### src/hdl/tx_bus_parity_regs.svh
`ifndef TX_BUS_PARITY_REGS_SVH
`define TX_BUS_PARITY_REGS_SVH

// ****************************************
// register offsets
// ****************************************
`define OFS_IF_CTRL_BYTE2     16'h0139
`define OFS_CHAN_CTRL         16'h0140
`define OFS_IRQ_STATUS        16'h0141
`define OFS_IRQ_ENABLE        16'h0142
`define OFS_IRQ_CLEAR         16'h0143
`define OFS_LIVE_STATE        16'h0144
`define OFS_PARITY_ERR_COUNT  16'h0145
`define OFS_INDIRECT_HI       16'h0146
`define OFS_INDIRECT_LO       16'h0147
`define OFS_INDIRECT_DATA     16'h0148

// indirect pair that reaches the control byte
`define IND_IF_CTRL_HI        8'h00
`define IND_IF_CTRL_LO        8'h39

// ****************************************
// field positions
// ****************************************
`define IFC_ODD_BIT           0
`define IFC_SCOPE_BIT         1
`define CHC_BUS_EN_BIT        0
`define CHC_FRAMER_EN_BIT     1
`define CHC_DUAL_RAIL_BIT     2
`define CHC_INGRESS_BIT       3
`define IRQ_PARITY_BIT        0
`define IRQ_CODE_VIOL_BIT     1
`define LIVE_ROLE_HI          1
`define LIVE_ROLE_LO          0
`define LIVE_PIN_BIT          2
`define LIVE_EXP_BIT          3

// ****************************************
// reset values
// ****************************************
`define RST_IF_CTRL_BYTE2     8'h00
`define RST_CHAN_CTRL         8'h00
`define RST_IRQ               8'h00
`define RST_BYTE              8'h00

`endif

### src/hdl/tx_bus_parity_pkg.sv
package tx_bus_parity_pkg;

   // ****************************************
   // role of the shared pin
   // ****************************************
   typedef enum logic [1:0] {
      ROLE_IDLE      = 2'b00,
      ROLE_PARITY    = 2'b01,
      ROLE_CODE_VIOL = 2'b10,
      ROLE_NEG_RAIL  = 2'b11
   } pin_role_t;

   typedef logic [7:0]  reg_byte_t;
   typedef logic [15:0] reg_addr_t;

endpackage : tx_bus_parity_pkg

### src/hdl/tx_bus_parity_pin_mux.sv
`timescale 1ns/1ps
`include "tx_bus_parity_regs.svh"

module tx_bus_parity_pin_mux #(
   parameter int DATA_WIDTH      = 8,
   parameter int ERR_COUNT_WIDTH = 8
) (
   // clock and reset
   input  wire logic                          clk,
   input  wire logic                          reset,
   // register port
   input  wire tx_bus_parity_pkg::reg_addr_t  regAddr,
   input  wire tx_bus_parity_pkg::reg_byte_t  regWrData,
   input  wire logic                          regWr,
   input  wire logic                          regRd,
   output      tx_bus_parity_pkg::reg_byte_t  regRdData,
   // pins from the bus source or line interface
   input  wire logic                          sharedPinIn,
   input  wire logic [DATA_WIDTH-1:0]         txBusDataCh2,
   input  wire logic                          txBusPayloadIndCh2,
   input  wire logic                          txBusPathStartIndCh2,
   // towards the ingress frame synchronizer
   output      logic                          ingressCodeViolationCh6,
   output      logic                          ingressNegRailCh6,
   // status
   output      logic                          parityErrorPulse,
   output      tx_bus_parity_pkg::pin_role_t  pinRole,
   output      logic                          irq
);

   // ****************************************
   // elaboration checks
   // ****************************************
   if (DATA_WIDTH != 8) begin : g_badDataWidth
      $error("tx bus data width must be eight");
   end
   if (ERR_COUNT_WIDTH < 1 || ERR_COUNT_WIDTH > 8) begin : g_badCountWidth
      $error("error counter must be one to eight bits");
   end

   // ****************************************
   // functions
   // ****************************************
   function automatic logic calcParity(
      input logic [DATA_WIDTH-1:0] data,
      input logic                  payloadInd,
      input logic                  pathStartInd,
      input logic                  wideScope,
      input logic                  oddSense
   );
      logic p;
      p = ^data;
      if (wideScope) begin
         p = p ^ payloadInd ^ pathStartInd;
      end
      return oddSense ? ~p : p;
   endfunction : calcParity

   function automatic logic hit(
      input tx_bus_parity_pkg::reg_addr_t a,
      input tx_bus_parity_pkg::reg_addr_t ofs
   );
      return a == ofs;
   endfunction : hit

   // ****************************************
   // pin synchronisers
   // ****************************************
   // all pins pass the same two stages so data and parity stay aligned
   logic                  pinMeta;
   logic                  pinSync;
   logic [DATA_WIDTH-1:0] dataMeta;
   logic [DATA_WIDTH-1:0] dataSync;
   logic                  payloadMeta;
   logic                  payloadSync;
   logic                  pathStartMeta;
   logic                  pathStartSync;

   always_ff @(posedge clk or posedge reset) begin
      if (reset) begin
         pinMeta       <= 1'b0;
         pinSync       <= 1'b0;
         dataMeta      <= '0;
         dataSync      <= '0;
         payloadMeta   <= 1'b0;
         payloadSync   <= 1'b0;
         pathStartMeta <= 1'b0;
         pathStartSync <= 1'b0;
      end else begin
         pinMeta       <= sharedPinIn;
         pinSync       <= pinMeta;
         dataMeta      <= txBusDataCh2;
         dataSync      <= dataMeta;
         payloadMeta   <= txBusPayloadIndCh2;
         payloadSync   <= payloadMeta;
         pathStartMeta <= txBusPathStartIndCh2;
         pathStartSync <= pathStartMeta;
      end
   end

   // ****************************************
   // register decode
   // ****************************************
   tx_bus_parity_pkg::reg_byte_t ifCtrlByte2;
   tx_bus_parity_pkg::reg_byte_t chanCtrl;
   tx_bus_parity_pkg::reg_byte_t irqStatus;
   tx_bus_parity_pkg::reg_byte_t irqEnable;
   tx_bus_parity_pkg::reg_byte_t indirectHi;
   tx_bus_parity_pkg::reg_byte_t indirectLo;
   logic [ERR_COUNT_WIDTH-1:0]   parityErrCount;

   logic indirectHitsCtrl;
   logic wrIfCtrl;
   logic wrIrqClear;

   assign indirectHitsCtrl = (indirectHi == `IND_IF_CTRL_HI) && (indirectLo == `IND_IF_CTRL_LO);
   assign wrIfCtrl         = regWr && (hit(regAddr, `OFS_IF_CTRL_BYTE2) ||
                                       (hit(regAddr, `OFS_INDIRECT_DATA) && indirectHitsCtrl));
   assign wrIrqClear       = regWr && hit(regAddr, `OFS_IRQ_CLEAR);

   // ****************************************
   // control registers
   // ****************************************
   always_ff @(posedge clk or posedge reset) begin
      if (reset) begin
         ifCtrlByte2 <= `RST_IF_CTRL_BYTE2;
      end else if (wrIfCtrl) begin
         ifCtrlByte2 <= regWrData;
      end
   end

   always_ff @(posedge clk or posedge reset) begin
      if (reset) begin
         chanCtrl <= `RST_CHAN_CTRL;
      end else if (regWr && hit(regAddr, `OFS_CHAN_CTRL)) begin
         chanCtrl <= regWrData;
      end
   end

   always_ff @(posedge clk or posedge reset) begin
      if (reset) begin
         irqEnable <= `RST_IRQ;
      end else if (regWr && hit(regAddr, `OFS_IRQ_ENABLE)) begin
         irqEnable <= regWrData;
      end
   end

   always_ff @(posedge clk or posedge reset) begin
      if (reset) begin
         indirectHi <= `RST_BYTE;
         indirectLo <= `RST_BYTE;
      end else if (regWr) begin
         if (hit(regAddr, `OFS_INDIRECT_HI)) begin
            indirectHi <= regWrData;
         end
         if (hit(regAddr, `OFS_INDIRECT_LO)) begin
            indirectLo <= regWrData;
         end
      end
   end

   // ****************************************
   // pin role selection
   // ****************************************
   logic busEnable;
   logic framerEnable;
   logic dualRail;
   logic ingressPath;

   assign busEnable    = chanCtrl[`CHC_BUS_EN_BIT];
   assign framerEnable = chanCtrl[`CHC_FRAMER_EN_BIT];
   assign dualRail     = chanCtrl[`CHC_DUAL_RAIL_BIT];
   assign ingressPath  = chanCtrl[`CHC_INGRESS_BIT];

   // the bus always wins, even if software also enables the framer
   always_comb begin
      if (busEnable) begin
         pinRole = tx_bus_parity_pkg::ROLE_PARITY;
      end else if (framerEnable && ingressPath) begin
         if (dualRail) begin
            pinRole = tx_bus_parity_pkg::ROLE_NEG_RAIL;
         end else begin
            pinRole = tx_bus_parity_pkg::ROLE_CODE_VIOL;
         end
      end else begin
         pinRole = tx_bus_parity_pkg::ROLE_IDLE;
      end
   end

   // ****************************************
   // parity check and framer outputs
   // ****************************************
   logic expectedParity;
   logic parityMismatch;
   logic codeViolEvent;

   assign expectedParity = calcParity(dataSync, payloadSync, pathStartSync,
                                      ifCtrlByte2[`IFC_SCOPE_BIT], ifCtrlByte2[`IFC_ODD_BIT]);
   // every clock is one bus byte cycle; no byte qualifier exists
   assign parityMismatch = (pinRole == tx_bus_parity_pkg::ROLE_PARITY) &&
                           (pinSync != expectedParity);
   assign codeViolEvent  = (pinRole == tx_bus_parity_pkg::ROLE_CODE_VIOL) && pinSync;

   always_ff @(posedge clk or posedge reset) begin
      if (reset) begin
         parityErrorPulse <= 1'b0;
      end else begin
         parityErrorPulse <= parityMismatch;
      end
   end

   always_ff @(posedge clk or posedge reset) begin
      if (reset) begin
         ingressCodeViolationCh6 <= 1'b0;
         ingressNegRailCh6       <= 1'b0;
      end else begin
         ingressCodeViolationCh6 <= 1'b0;
         ingressNegRailCh6       <= 1'b0;
         unique case (pinRole)
            tx_bus_parity_pkg::ROLE_IDLE: begin
            end
            tx_bus_parity_pkg::ROLE_PARITY: begin
            end
            tx_bus_parity_pkg::ROLE_CODE_VIOL: begin
               ingressCodeViolationCh6 <= pinSync;
            end
            tx_bus_parity_pkg::ROLE_NEG_RAIL: begin
               ingressNegRailCh6 <= pinSync;
            end
         endcase
      end
   end

   // saturating so a long error burst never wraps back to small
   always_ff @(posedge clk or posedge reset) begin
      if (reset) begin
         parityErrCount <= '0;
      end else if (parityMismatch && !(&parityErrCount)) begin
         parityErrCount <= parityErrCount + 1'b1;
      end
   end

   // ****************************************
   // interrupt status
   // ****************************************
   // set wins over a clear in the same cycle
   tx_bus_parity_pkg::reg_byte_t irqSet;
   tx_bus_parity_pkg::reg_byte_t irqClr;

   always_comb begin
      irqSet = '0;
      irqSet[`IRQ_PARITY_BIT]    = parityMismatch;
      irqSet[`IRQ_CODE_VIOL_BIT] = codeViolEvent;
      irqClr = wrIrqClear ? regWrData : '0;
   end

   always_ff @(posedge clk or posedge reset) begin
      if (reset) begin
         irqStatus <= `RST_IRQ;
      end else begin
         irqStatus <= (irqStatus & ~irqClr) | irqSet;
      end
   end

   assign irq = |(irqStatus & irqEnable);

   // ****************************************
   // read data
   // ****************************************
   tx_bus_parity_pkg::reg_byte_t next_regRdData;
   tx_bus_parity_pkg::reg_byte_t liveState;
   tx_bus_parity_pkg::reg_byte_t countByte;

   always_comb begin
      liveState      = '0;
      liveState[`LIVE_ROLE_HI:`LIVE_ROLE_LO] = pinRole;
      liveState[`LIVE_PIN_BIT] = pinSync;
      liveState[`LIVE_EXP_BIT] = expectedParity;
      countByte      = '0;
      countByte[ERR_COUNT_WIDTH-1:0] = parityErrCount;
   end

   always_comb begin
      next_regRdData = '0;
      if (hit(regAddr, `OFS_IF_CTRL_BYTE2)) begin
         next_regRdData = ifCtrlByte2;
      end else if (hit(regAddr, `OFS_CHAN_CTRL)) begin
         next_regRdData = chanCtrl;
      end else if (hit(regAddr, `OFS_IRQ_STATUS)) begin
         next_regRdData = irqStatus;
      end else if (hit(regAddr, `OFS_IRQ_ENABLE)) begin
         next_regRdData = irqEnable;
      end else if (hit(regAddr, `OFS_LIVE_STATE)) begin
         next_regRdData = liveState;
      end else if (hit(regAddr, `OFS_PARITY_ERR_COUNT)) begin
         next_regRdData = countByte;
      end else if (hit(regAddr, `OFS_INDIRECT_HI)) begin
         next_regRdData = indirectHi;
      end else if (hit(regAddr, `OFS_INDIRECT_LO)) begin
         next_regRdData = indirectLo;
      end else if (hit(regAddr, `OFS_INDIRECT_DATA) && indirectHitsCtrl) begin
         next_regRdData = ifCtrlByte2;
      end
   end

   // data stands one cycle only, zero otherwise
   always_ff @(posedge clk or posedge reset) begin
      if (reset) begin
         regRdData <= `RST_BYTE;
      end else if (regRd) begin
         regRdData <= next_regRdData;
      end else begin
         regRdData <= `RST_BYTE;
      end
   end

endmodule : tx_bus_parity_pin_mux

### config.mk
export PLATFORM = sky130hd
export DESIGN_NAME = tx_bus_parity_pin_mux
export DESIGN_NICKNAME = d
export VERILOG_FILES = /design/src/hdl/tx_bus_parity_pkg.sv /design/src/hdl/tx_bus_parity_pin_mux.sv
export VERILOG_INCLUDE_DIRS = /design/src /design/src/hdl
export SDC_FILE = /design/constraint.sdc
export NUM_CORES = 1
export LEC_CHECK = 0
export CELL_PAD_IN_SITES_DETAIL_PLACEMENT = 1
export CELL_PAD_IN_SITES_GLOBAL_PLACEMENT = 1
export CORE_UTILIZATION = 52
export DETAILED_ROUTE_END_ITERATION = 10
export DONT_BUFFER_PORTS = 1
export PLACE_DENSITY_LB_ADDON = 0.1
export RECOVER_POWER = 50
export SLEW_MARGIN = 25
export SYNTH_ARGS = -nofsm -noshare
export SYNTH_HDL_FRONTEND = slang
export SYNTH_SLANG_ARGS = --single-unit
### constraint.sdc
create_clock -name clk -period 7.45 [get_ports clk]
set_input_delay 1.1175 -clock clk [delete_from_list [all_inputs] [get_ports clk]]
set_output_delay 1.1175 -clock clk [all_outputs]
set_load 0.02 [all_outputs]
==> flow_summary.toml, run 1 <==
[final_layout]
final_util_pct = 58.06
insertedDiodeCount = 0
syn_to_final_growth_pct = 6.905
drive_above_1_share_pct = 23.73
nNetsFinal = 389
fin_area_um2 = 4533
nFillCells = 797
final_cells = 456

[clock_network]
ctsHoldBuffers = 0
clock_latency_ns = 0.37
numCtsBuffers = 9
cts_resized = 0
cts_tree = "done"
path_clk_slew_ns = 0.10
htree_levels = 3
clock_sinks = 89
root_buffer = "clkbuf_8"
cts_setup_buffers = 0
cts_max_path_buffers = 2

[die]
die-area_um2 = 8519
start_util_pct = 54.31
ios = 53
dieWidth_um = 92.30
core_area_um2 = 7807
fp.dieH_um = 92.30
num_rows = 32

[routing]
drt-total-wl_um = 11050
drc_errors = 0
num_vias = 3049
drtAntennaViolNets = 0
avgViaCountPerCell = 6.686
first_pass_iters = 4
drt_iter0_markers = 237
wl_per_cell_um = 24.24

[global_routing]
grtUsageTotal_pct = 28.32
grt_max_degree = 90
grt_overflow_total = 0
antenna_found_initial = 0
grt_first_pass_wirelength_um = 17910
grt_pass1_vias = 3178

[sta]
fin_hold_ws_ns = 0.3582
finClkSkew_ns = 0.008685
max_freq_mhz = 313.7
finalCritPeriodShare_pct = 42.79
fin_setup_tns_ns = 0
setup_viol = 0
period_minus_slack_ns = 3.188
fin_ws_ns = 4.262
grt_setup_unrepaired = "false"
drv_slew = 0
worst_pin_slew_ns = 0.7965
worst_slew_margin_rel_pct = 46.46
hold_viol_final = 0

[placement]
gp_congestion = 0.9043
hpwl_um = 8200
port-buffer-count = 0
preCtsSetupSlack_ns = 3.957
dp_cells = 440
placed_cell_area_um2 = 4329

[min_path]
hp-class = "reg -> reg"

[worst_setup_path]
crit_chain = "nor4_2, nand3_2, nor4_4, a221oi_2, or4_4, a211oi_2"
critical-path-top-delay-family = "simple AND/OR/NAND/NOR gates"
crit_fanout = 7
required_ns = 7.73
slowest_delay_ns = 0.70
arrival_ns = 3.47
path_buf_inv = 0
cp_slowest_cell = "nor4_2"
cp-end-kind = "register"
startpoint_type = "primary input"
crit_type = "in -> reg"

[synth]
synth_ff_type = "dfrtp_1"
ys_warn_count = 0
ys_ff_latch = 89
synth_fp_nets = 388
synthArstFlopShare_pct = 100.0
syn-instance-count = 348
synth-edff-count = 0
netlist_area_um2 = 4240
syn_area_per_cell_um2 = 12.18
synth.distinct_cells = 66
seq_area_frac_synth_pct = 52.52

[power_and_ir_drop]
leakage_nw = 1.989
total_power_mw = 0.8742
p_per_area_nw_per_um2 = 192.9
peakVddDrop_uv = 159.8

[run_status]
outcome = "complete, no violations"

[flow_run]
drv_cap = 0
[synth_stat cells, types with 4 or more instances]
| cell type | n | area (um2) |
|---|---|---|
| o21ai_0 | 11 | 55.05 |
| xor2_1 | 10 | 87.58 |
| a211oi_1 | 4 | 30.03 |
| nand2_1 | 24 | 90.09 |
| clkbuf_1 | 6 | 22.52 |
| nor3_1 | 9 | 45.04 |
| a21boi_0 | 6 | 45.04 |
| a21oi_1 | 11 | 55.05 |
| o22ai_1 | 5 | 31.28 |
| nand4_1 | 5 | 31.28 |
| and3_1 | 4 | 25.02 |
| mux2_2 | 42 | 473.0 |
| inv_1 | 8 | 30.03 |
| a211o_1 | 4 | 35.03 |
| dfrtp_1 | 89 | 2227 |
| nand3_1 | 10 | 50.05 |
| nor2_1 | 9 | 33.78 |
| a22oi_1 | 9 | 67.56 |
[sequential cells by signal, summed over array words and instances, names as in the netlist]
signal / cells
payloadMeta: 1
ifCtrlByte2: 8
countByte: 8
pinSync: 1
pinMeta: 1
dataMeta: 8
ingressNegRailCh6: 1
pathStartSync: 1
payloadSync: 1
irqEnable: 8
regRdData: 8
ingressCodeViolationCh6: 1
dataSync: 8
chanCtrl: 8
pathStartMeta: 1
parityErrorPulse: 1
indirectLo: 8
irqStatus: 8
indirectHi: 8
[final timing paths]
path | startpoint | end | slack (ns) | cells after the start
max | regAddr[13] | regRdData[2] | 4.26 | 6
min | dataMeta[7] | dataSync[7] | 0.36 | 0
max reg2reg | indirectHi[3] | regRdData[2] | 4.69 | 6
min reg2reg | dataMeta[7] | dataSync[7] | 0.36 | 0
max in group asynchronous | reset | regRdData[7] | 6.05 | 2
min in group asynchronous | reset | payloadMeta | 0.86 | 2
[worst register-to-register path: stages (launching register included)]
cell and delay [ns]:
dfrtp_1 0.44, or4_1 0.56, nor4b_2 0.41, and3_1 0.42
a221oi_2 0.12, or4_4 0.50, a211oi_2 0.22
[area by class of cell]
class	count	area (um2)	share of cell area, %
sequential	89	2227	49.13
multi-input combinational	240	1932	42.62
clock buffer	10	137.6	3.036
tap	102	127.6	2.815
clock inverter	6	66.31	1.463
inverter	8	31.28	0.6900
timing repair buffer	1	11.26	0.2484
[placed cells by master, fill, tap and decap left out, types with 5 or more instances in the layout]
cell type	count
nand3_1	10
nor3_1	9
a21oi_1	11
nor2_1	9
mux2_2	42
xor2_1	10
dfrtp_1	89
a21boi_0	6
nand2_1	24
o21ai_0	11
a22oi_1	9
clkbuf_8	10
o22ai_1	5
nand4_1	5
inv_1	7
[power breakdown]
group	switching, mW	total [mW]	internal (mW)
clock	0.197	0.339	0.141
sequential	0.00273	0.492	0.489
combinational	0.0269	0.0440	0.0171
[layer usage]
metal	GRT usage [%]	vias up	wire, um
met5	0	-	0
li1	-	1324	-
met2	43.33	113	5106
met3	5.501	32	630
met1	40.15	1580	5001
met4	10.42	0	316
[cells by family (layout without fill, tap and decap cells)]
family / after synthesis / count (layout) / share of synthesized area [%]
AOI/OAI and AO/OA: 75 / 75 / 12.75
xor gates and xnor gates: 16 / 16 / 4.456
adders and majority gates: 1 / 1 / 0.2950
buffers and inverters: 19 / 25 / 1.918
DFF: 89 / 89 / 52.52
muxes: 43 / 43 / 11.39
and+or+nand+nor: 105 / 105 / 16.67
No activity file was read; power rests on OpenSTA's default activity.
==> inputs of run 2 (changes only) <==
CORE_UTILIZATION = 51   (was 52)
clock period = 3.2 ns   (was 7.45 ns; I/O delays follow)
==> flow_summary.toml, run 2 (same netlist as run 1, synthesis figures left out) <==
[routing]
first_pass_iters = 4
avgViaCountPerCell = 6.550
drt_iter0_markers = 173
drc_errors = 0
wl_per_cell_um = 24.74
num_vias = 3013
drtAntennaViolNets = 0
drt-total-wl_um = 11380

[worst_setup_path]
worstRegToRegCells = 6
critPathCapture = "regRdData[2]"
r2r-end = "regRdData[2]"
rrSetupSlack_ns = 0.52
crit_type = "reg -> reg"
r2r_start = "indirectHi[0]"
crit_fanout = 7
required_ns = 3.48
cp-end-kind = "register"
startpoint = "indirectHi[0]"
arrival_ns = 2.96
startpoint_type = "register"

[placement]
hpwl_um = 8565
dp_cells = 444
placed_cell_area_um2 = 4355
port-buffer-count = 0
gp_congestion = 0.9229

[clock_network]
cts_resized = 0
clock_sinks = 89
cts_setup_buffers = 0
ctsHoldBuffers = 0
cts_tree = "done"
numCtsBuffers = 9
clock_latency_ns = 0.37
cts_max_path_buffers = 2
root_buffer = "clkbuf_8"
path_clk_slew_ns = 0.10
htree_levels = 3

[die]
fp.dieH_um = 93.19
num_rows = 32
dieWidth_um = 93.19
ios = 53
die-area_um2 = 8683
core_area_um2 = 7888
start_util_pct = 53.76

[sta]
max_freq_mhz = 373.6
setup_viol = 0
finalCritPeriodShare_pct = 83.65
hold_viol_final = 0
worst_pin_slew_ns = 2.163
finClkSkew_ns = 0.01468
worst_slew_margin_rel_pct = -44.98
grt_setup_unrepaired = "false"
period_minus_slack_ns = 2.677
drv_slew = 50
fin_setup_tns_ns = 0

[final_layout]
syn_to_final_growth_pct = 7.347
final_cell_mix = "dfrtp_1, mux2_2, nand2_1"
nNetsFinal = 393
fin_area_um2 = 4552
final_cells = 460
layout_commonest_cell = "dfrtp_1"
drive_above_1_share_pct = 23.74
insertedDiodeCount = 0

[run_status]
outcome = "finished with violations"
violations = "capacitance limit, slew limit"

[power_and_ir_drop]
peakVddDrop_uv = 385.7
total_power_mw = 2.046
leakage_nw = 2.000
p_per_area_nw_per_um2 = 449.4

[global_routing]
grt_overflow_total = 0
grt_first_pass_wirelength_um = 18250
grt_pass1_vias = 3290
grtUsageTotal_pct = 28.57
antenna_found_initial = 0
grt_max_degree = 50

[flow_run]
drv_cap = 1

[min_path]
hp-class = "in -> reg"
-- run 2: cell count changes in the layout (fill, tap and decap cells not counted), sizes merged --
cell	delta
buf	+2
bufinv	+1
clkbuf	+2
clkinv	+1
inv	-2
-- run 2: power by group --
part           switching (mW)  total, mW  leakage (nW)  internal, mW
Combinational          0.0628      0.102         0.707        0.0397
Sequential            0.00653       1.14          1.19          1.14
Clock                   0.426      0.798         0.100         0.372
-- run 2: critical path: stages, from the launching register on --
cell and delay (ns):
dfrtp_1 0.42, or4b_2 0.73, nor3_1 0.25, and3_1 0.40, a221oi_2 0.12, or4_4 0.50
a211oi_2 0.18
-- run 2: worst min-delay path by stage --
| stage | startpoint | to | slack (ns) | cells past startpoint |
|---|---|---|---|---|
| floorplan | dataMeta[0] | dataSync[0] | 0.33 | 0 |
| finish | txBusDataCh2[1] | dataMeta[1] | 0.13 | 0 |
| global placement | pathStartMeta | pathStartSync | 0.33 | 0 |
| detailed placement | dataMeta[2] | dataSync[2] | 0.34 | 0 |
| CTS | txBusDataCh2[1] | dataMeta[1] | 0.12 | 0 |
| global route | txBusDataCh2[1] | dataMeta[1] | 0.10 | 0 |
-- run 2: stage by stage --
step                      hold WS [ns]  setup slack, ns  util, %
after floorplan                 0.3312           0.4131        -
after global placement          0.3316           0.5308    55.22
after detailed placement        0.3356           0.4636    55.22
after CTS                       0.1173           0.5438    57.80
after global routing            0.1045           0.3103    57.71
final                           0.1277           0.5231    57.71
-- run 2: metal layers --
layer | vias to the layer above | part of all wire, % | global-route usage [%]
li1 | 1331 | - | -
met3 | 15 | 4.8 | 6.179
met4 | 0 | 1.2 | 7.692
met5 | - | 0 | 0
met1 | 1599 | 45 | 39.35
met2 | 68 | 49 | 45.89
-- run 2: cell type report --
type | count | area (um2)
fillers | 810 | 3336
flip-flops and latches | 89 | 2227
multi-input cells | 240 | 1932
clock buffers | 10 | 127.6
well taps | 102 | 127.6
clock inverters | 6 | 76.32
inverters | 8 | 31.28
repair buffers | 5 | 30.03
==> inputs of run 3 (changes only) <==
ABC_AREA = 1   (was unset)
CORE_UTILIZATION = 43   (was 51)
clock period = 2.2 ns   (was 3.2 ns; I/O delays follow)
==> flow_summary.toml, run 3 <==
[die]
fp.dieH_um = 102.2
core_area_um2 = 9729
dieWidth_um = 102.2
num_rows = 36
ios = 53
start_util_pct = 44.33
die-area_um2 = 10430

[routing]
wl_per_cell_um = 17.21
drt_iter0_markers = 163
drtAntennaViolNets = 0
num_vias = 3527
first_pass_iters = 4
drc_errors = 0
drt-total-wl_um = 11810
avgViaCountPerCell = 5.141

[power_and_ir_drop]
peakVddDrop_uv = 363.9
total_power_mw = 2.881
p_per_area_nw_per_um2 = 601.6
leakage_nw = 2.340

[final_layout]
nNetsFinal = 588
drive_above_1_share_pct = 9.403
layout_commonest_cell = "nand2_1"
nFillCells = 1225
syn_to_final_growth_pct = 11.05
insertedDiodeCount = 0
final_cell_mix = "nand2_1, dfrtp_1, inv_1"

[run_status]
outcome = "complete, no violations"

[clock_network]
path_clk_slew_ns = 0.09
clock_latency_ns = 0.37
numCtsBuffers = 9
htree_levels = 3
root_buffer = "clkbuf_8"
cts_tree = "done"
cts_max_path_buffers = 2
clock_sinks = 89
cts_setup_buffers = 0

[worst_setup_path]
path_buf_inv = 1
worst-path-stages = 2
cp-end-kind = "output pin"
worstRegToRegCells = 10
startpoint_type = "register"
arrival_ns = 1.57
rrSetupSlack_ns = 0.33
slowest_delay_ns = 0.71
required_ns = 1.87
crit_fanout = 4
r2r_start = "indirectLo[7]"
crit_chain = "inv_1, o21ai_0"
critPathCapture = "pinRole[0]"
cp_slowest_cell = "o21ai_0"
r2r-end = "ifCtrlByte2[1]"
startpoint = "chanCtrl[2]"
crit_type = "reg -> out"
critical-path-top-delay-family = "compound AO/OA/AOI/OAI gates"

[sta]
worst_slew_margin_rel_pct = 17.00
finalCritPeriodShare_pct = 86.32
finClkSkew_ns = 0.01140
drv_slew = 0
grt_setup_unrepaired = "false"
period_minus_slack_ns = 1.899
worst_pin_slew_ns = 1.245
setup_viol = 0
fin_setup_tns_ns = 0
max_freq_mhz = 526.6
hold_viol_final = 0

[min_path]
hp-class = "in -> reg"

[placement]
gp_congestion = 0.8878
port-buffer-count = 0
hpwl_um = 8757

[synth]
synth-compound-area-share_pct = 13.20
synthXorXnorAreaFrac_pct = 3.858
synthAdderAreaFrac_pct = 0.2901
synth_most_common_cell = "nand2_1"
seq_area_frac_synth_pct = 51.64
synthArstFlopShare_pct = 100.0
syn-instance-count = 527
syn_area_per_cell_um2 = 8.184
yosysTopAreaCell = "dfrtp_1"
synth-edff-count = 0
ys_ff_latch = 89
synth.distinct_cells = 33
ys_warn_count = 0
synth-simple-area-share_pct = 24.60
synth_area_leaders = "dfrtp_1, nand2_1, inv_1"
synth_fp_nets = 567
synth_top_family_by_area = "simple AND/OR/NAND/NOR gates"
netlist_area_um2 = 4313
yosysTopAreaCellShare_pct = 51.64
synth_ff_type = "dfrtp_1"
synth_mux_area_share_pct = 0
synth_commonest_cells = "nand2_1, dfrtp_1, inv_1"

[global_routing]
grt_overflow_total = 0
antenna_found_initial = 0
grt_max_degree = 90
grt_pass1_vias = 3691
grt_first_pass_wirelength_um = 19060
grtUsageTotal_pct = 24.87

[flow_run]
drv_cap = 0
-- run 3: cell count changes in the layout (fill, tap and decap cells not counted), moves of 7 or more --
cell | before | now
o21ai_1 | 0 | 36
nor2_1 | 9 | 36
nand2_1 | 24 | 163
a22oi_1 | 9 | 0
a21oi_1 | 11 | 40
o21ai_0 | 11 | 29
mux2_2 | 42 | 0
dlygate4sd3_1 | 0 | 12
inv_1 | 7 | 53
inv_2 | 0 | 7
-- run 3: worst min-delay path by stage --
stage,startpoint,end,slack (ns),cells past startpoint
after floorplan,dataMeta[0],dataSync[0],0.33,0
after global placement,dataMeta[4],dataSync[4],0.33,0
after detailed placement,dataMeta[4],dataSync[4],0.34,0
after CTS,regWrData[3],irqStatus[3],0.02,1
after global routing,regWrData[3],irqStatus[3],0.03,1
final,regWrData[3],irqStatus[3],0.04,1
-- run 3: layer usage --
metal	part of all wire [%]	vias to the layer above	global-route usage (%)
li1	-	1721	-
met1	46	1738	33.07
met2	49	58	42.02
met3	3.6	10	3.899
met4	1.1	0	7.253
met5	0	-	0
-- run 3: logic make-up after synthesis --
| group | count (synthesis) |
|---|---|
| flops | 89 |
| buf+inv | 71 |
| fa+ha+maj | 1 |
| xor+xnor | 16 |
| simple gates | 240 |
| compound gates | 110 |
-- run 3: area by class of cell --
class	instances	area [um2]	share of cell area, %
Sequential cell	89	2227	46.50
Multi-Input combinational cell	367	1809	37.77
Inverter	62	239.0	4.990
Timing Repair Buffer	19	172.7	3.605
Tap cell	133	166.4	3.474
Clock buffer	14	162.7	3.396
Clock inverter	2	12.51	0.2612
-- run 3: metrics by stage --
step | std cells | hold WS, ns | setup slack, ns | cell area, um2 | util (%)
after global routing | 686 | 0.03477 | 0.06044 | 4790 | 49.23
after CTS | 686 | 0.01808 | 0.2855 | 4802 | 49.36
after floorplan | 527 | 0.3312 | 0.5598 | 4317 | -
after global placement | 658 | 0.3341 | 0.2537 | 4507 | 46.32
final | 686 | 0.03618 | 0.3010 | 4790 | 49.23
after detailed placement | 658 | 0.3362 | 0.2595 | 4507 | 46.32
-- run 3: timing repair --
item,CTS,global route
hold buffers,12,0
gates resized for setup,0,0
endpoints found under the hold margin,94,0
-- run 3: where the power goes --
| part | internal (mW) | switching [mW] |
|---|---|---|
| clock | 0.473 | 0.569 |
| sequential | 1.66 | 0.0131 |
| combinational | 0.0585 | 0.113 |
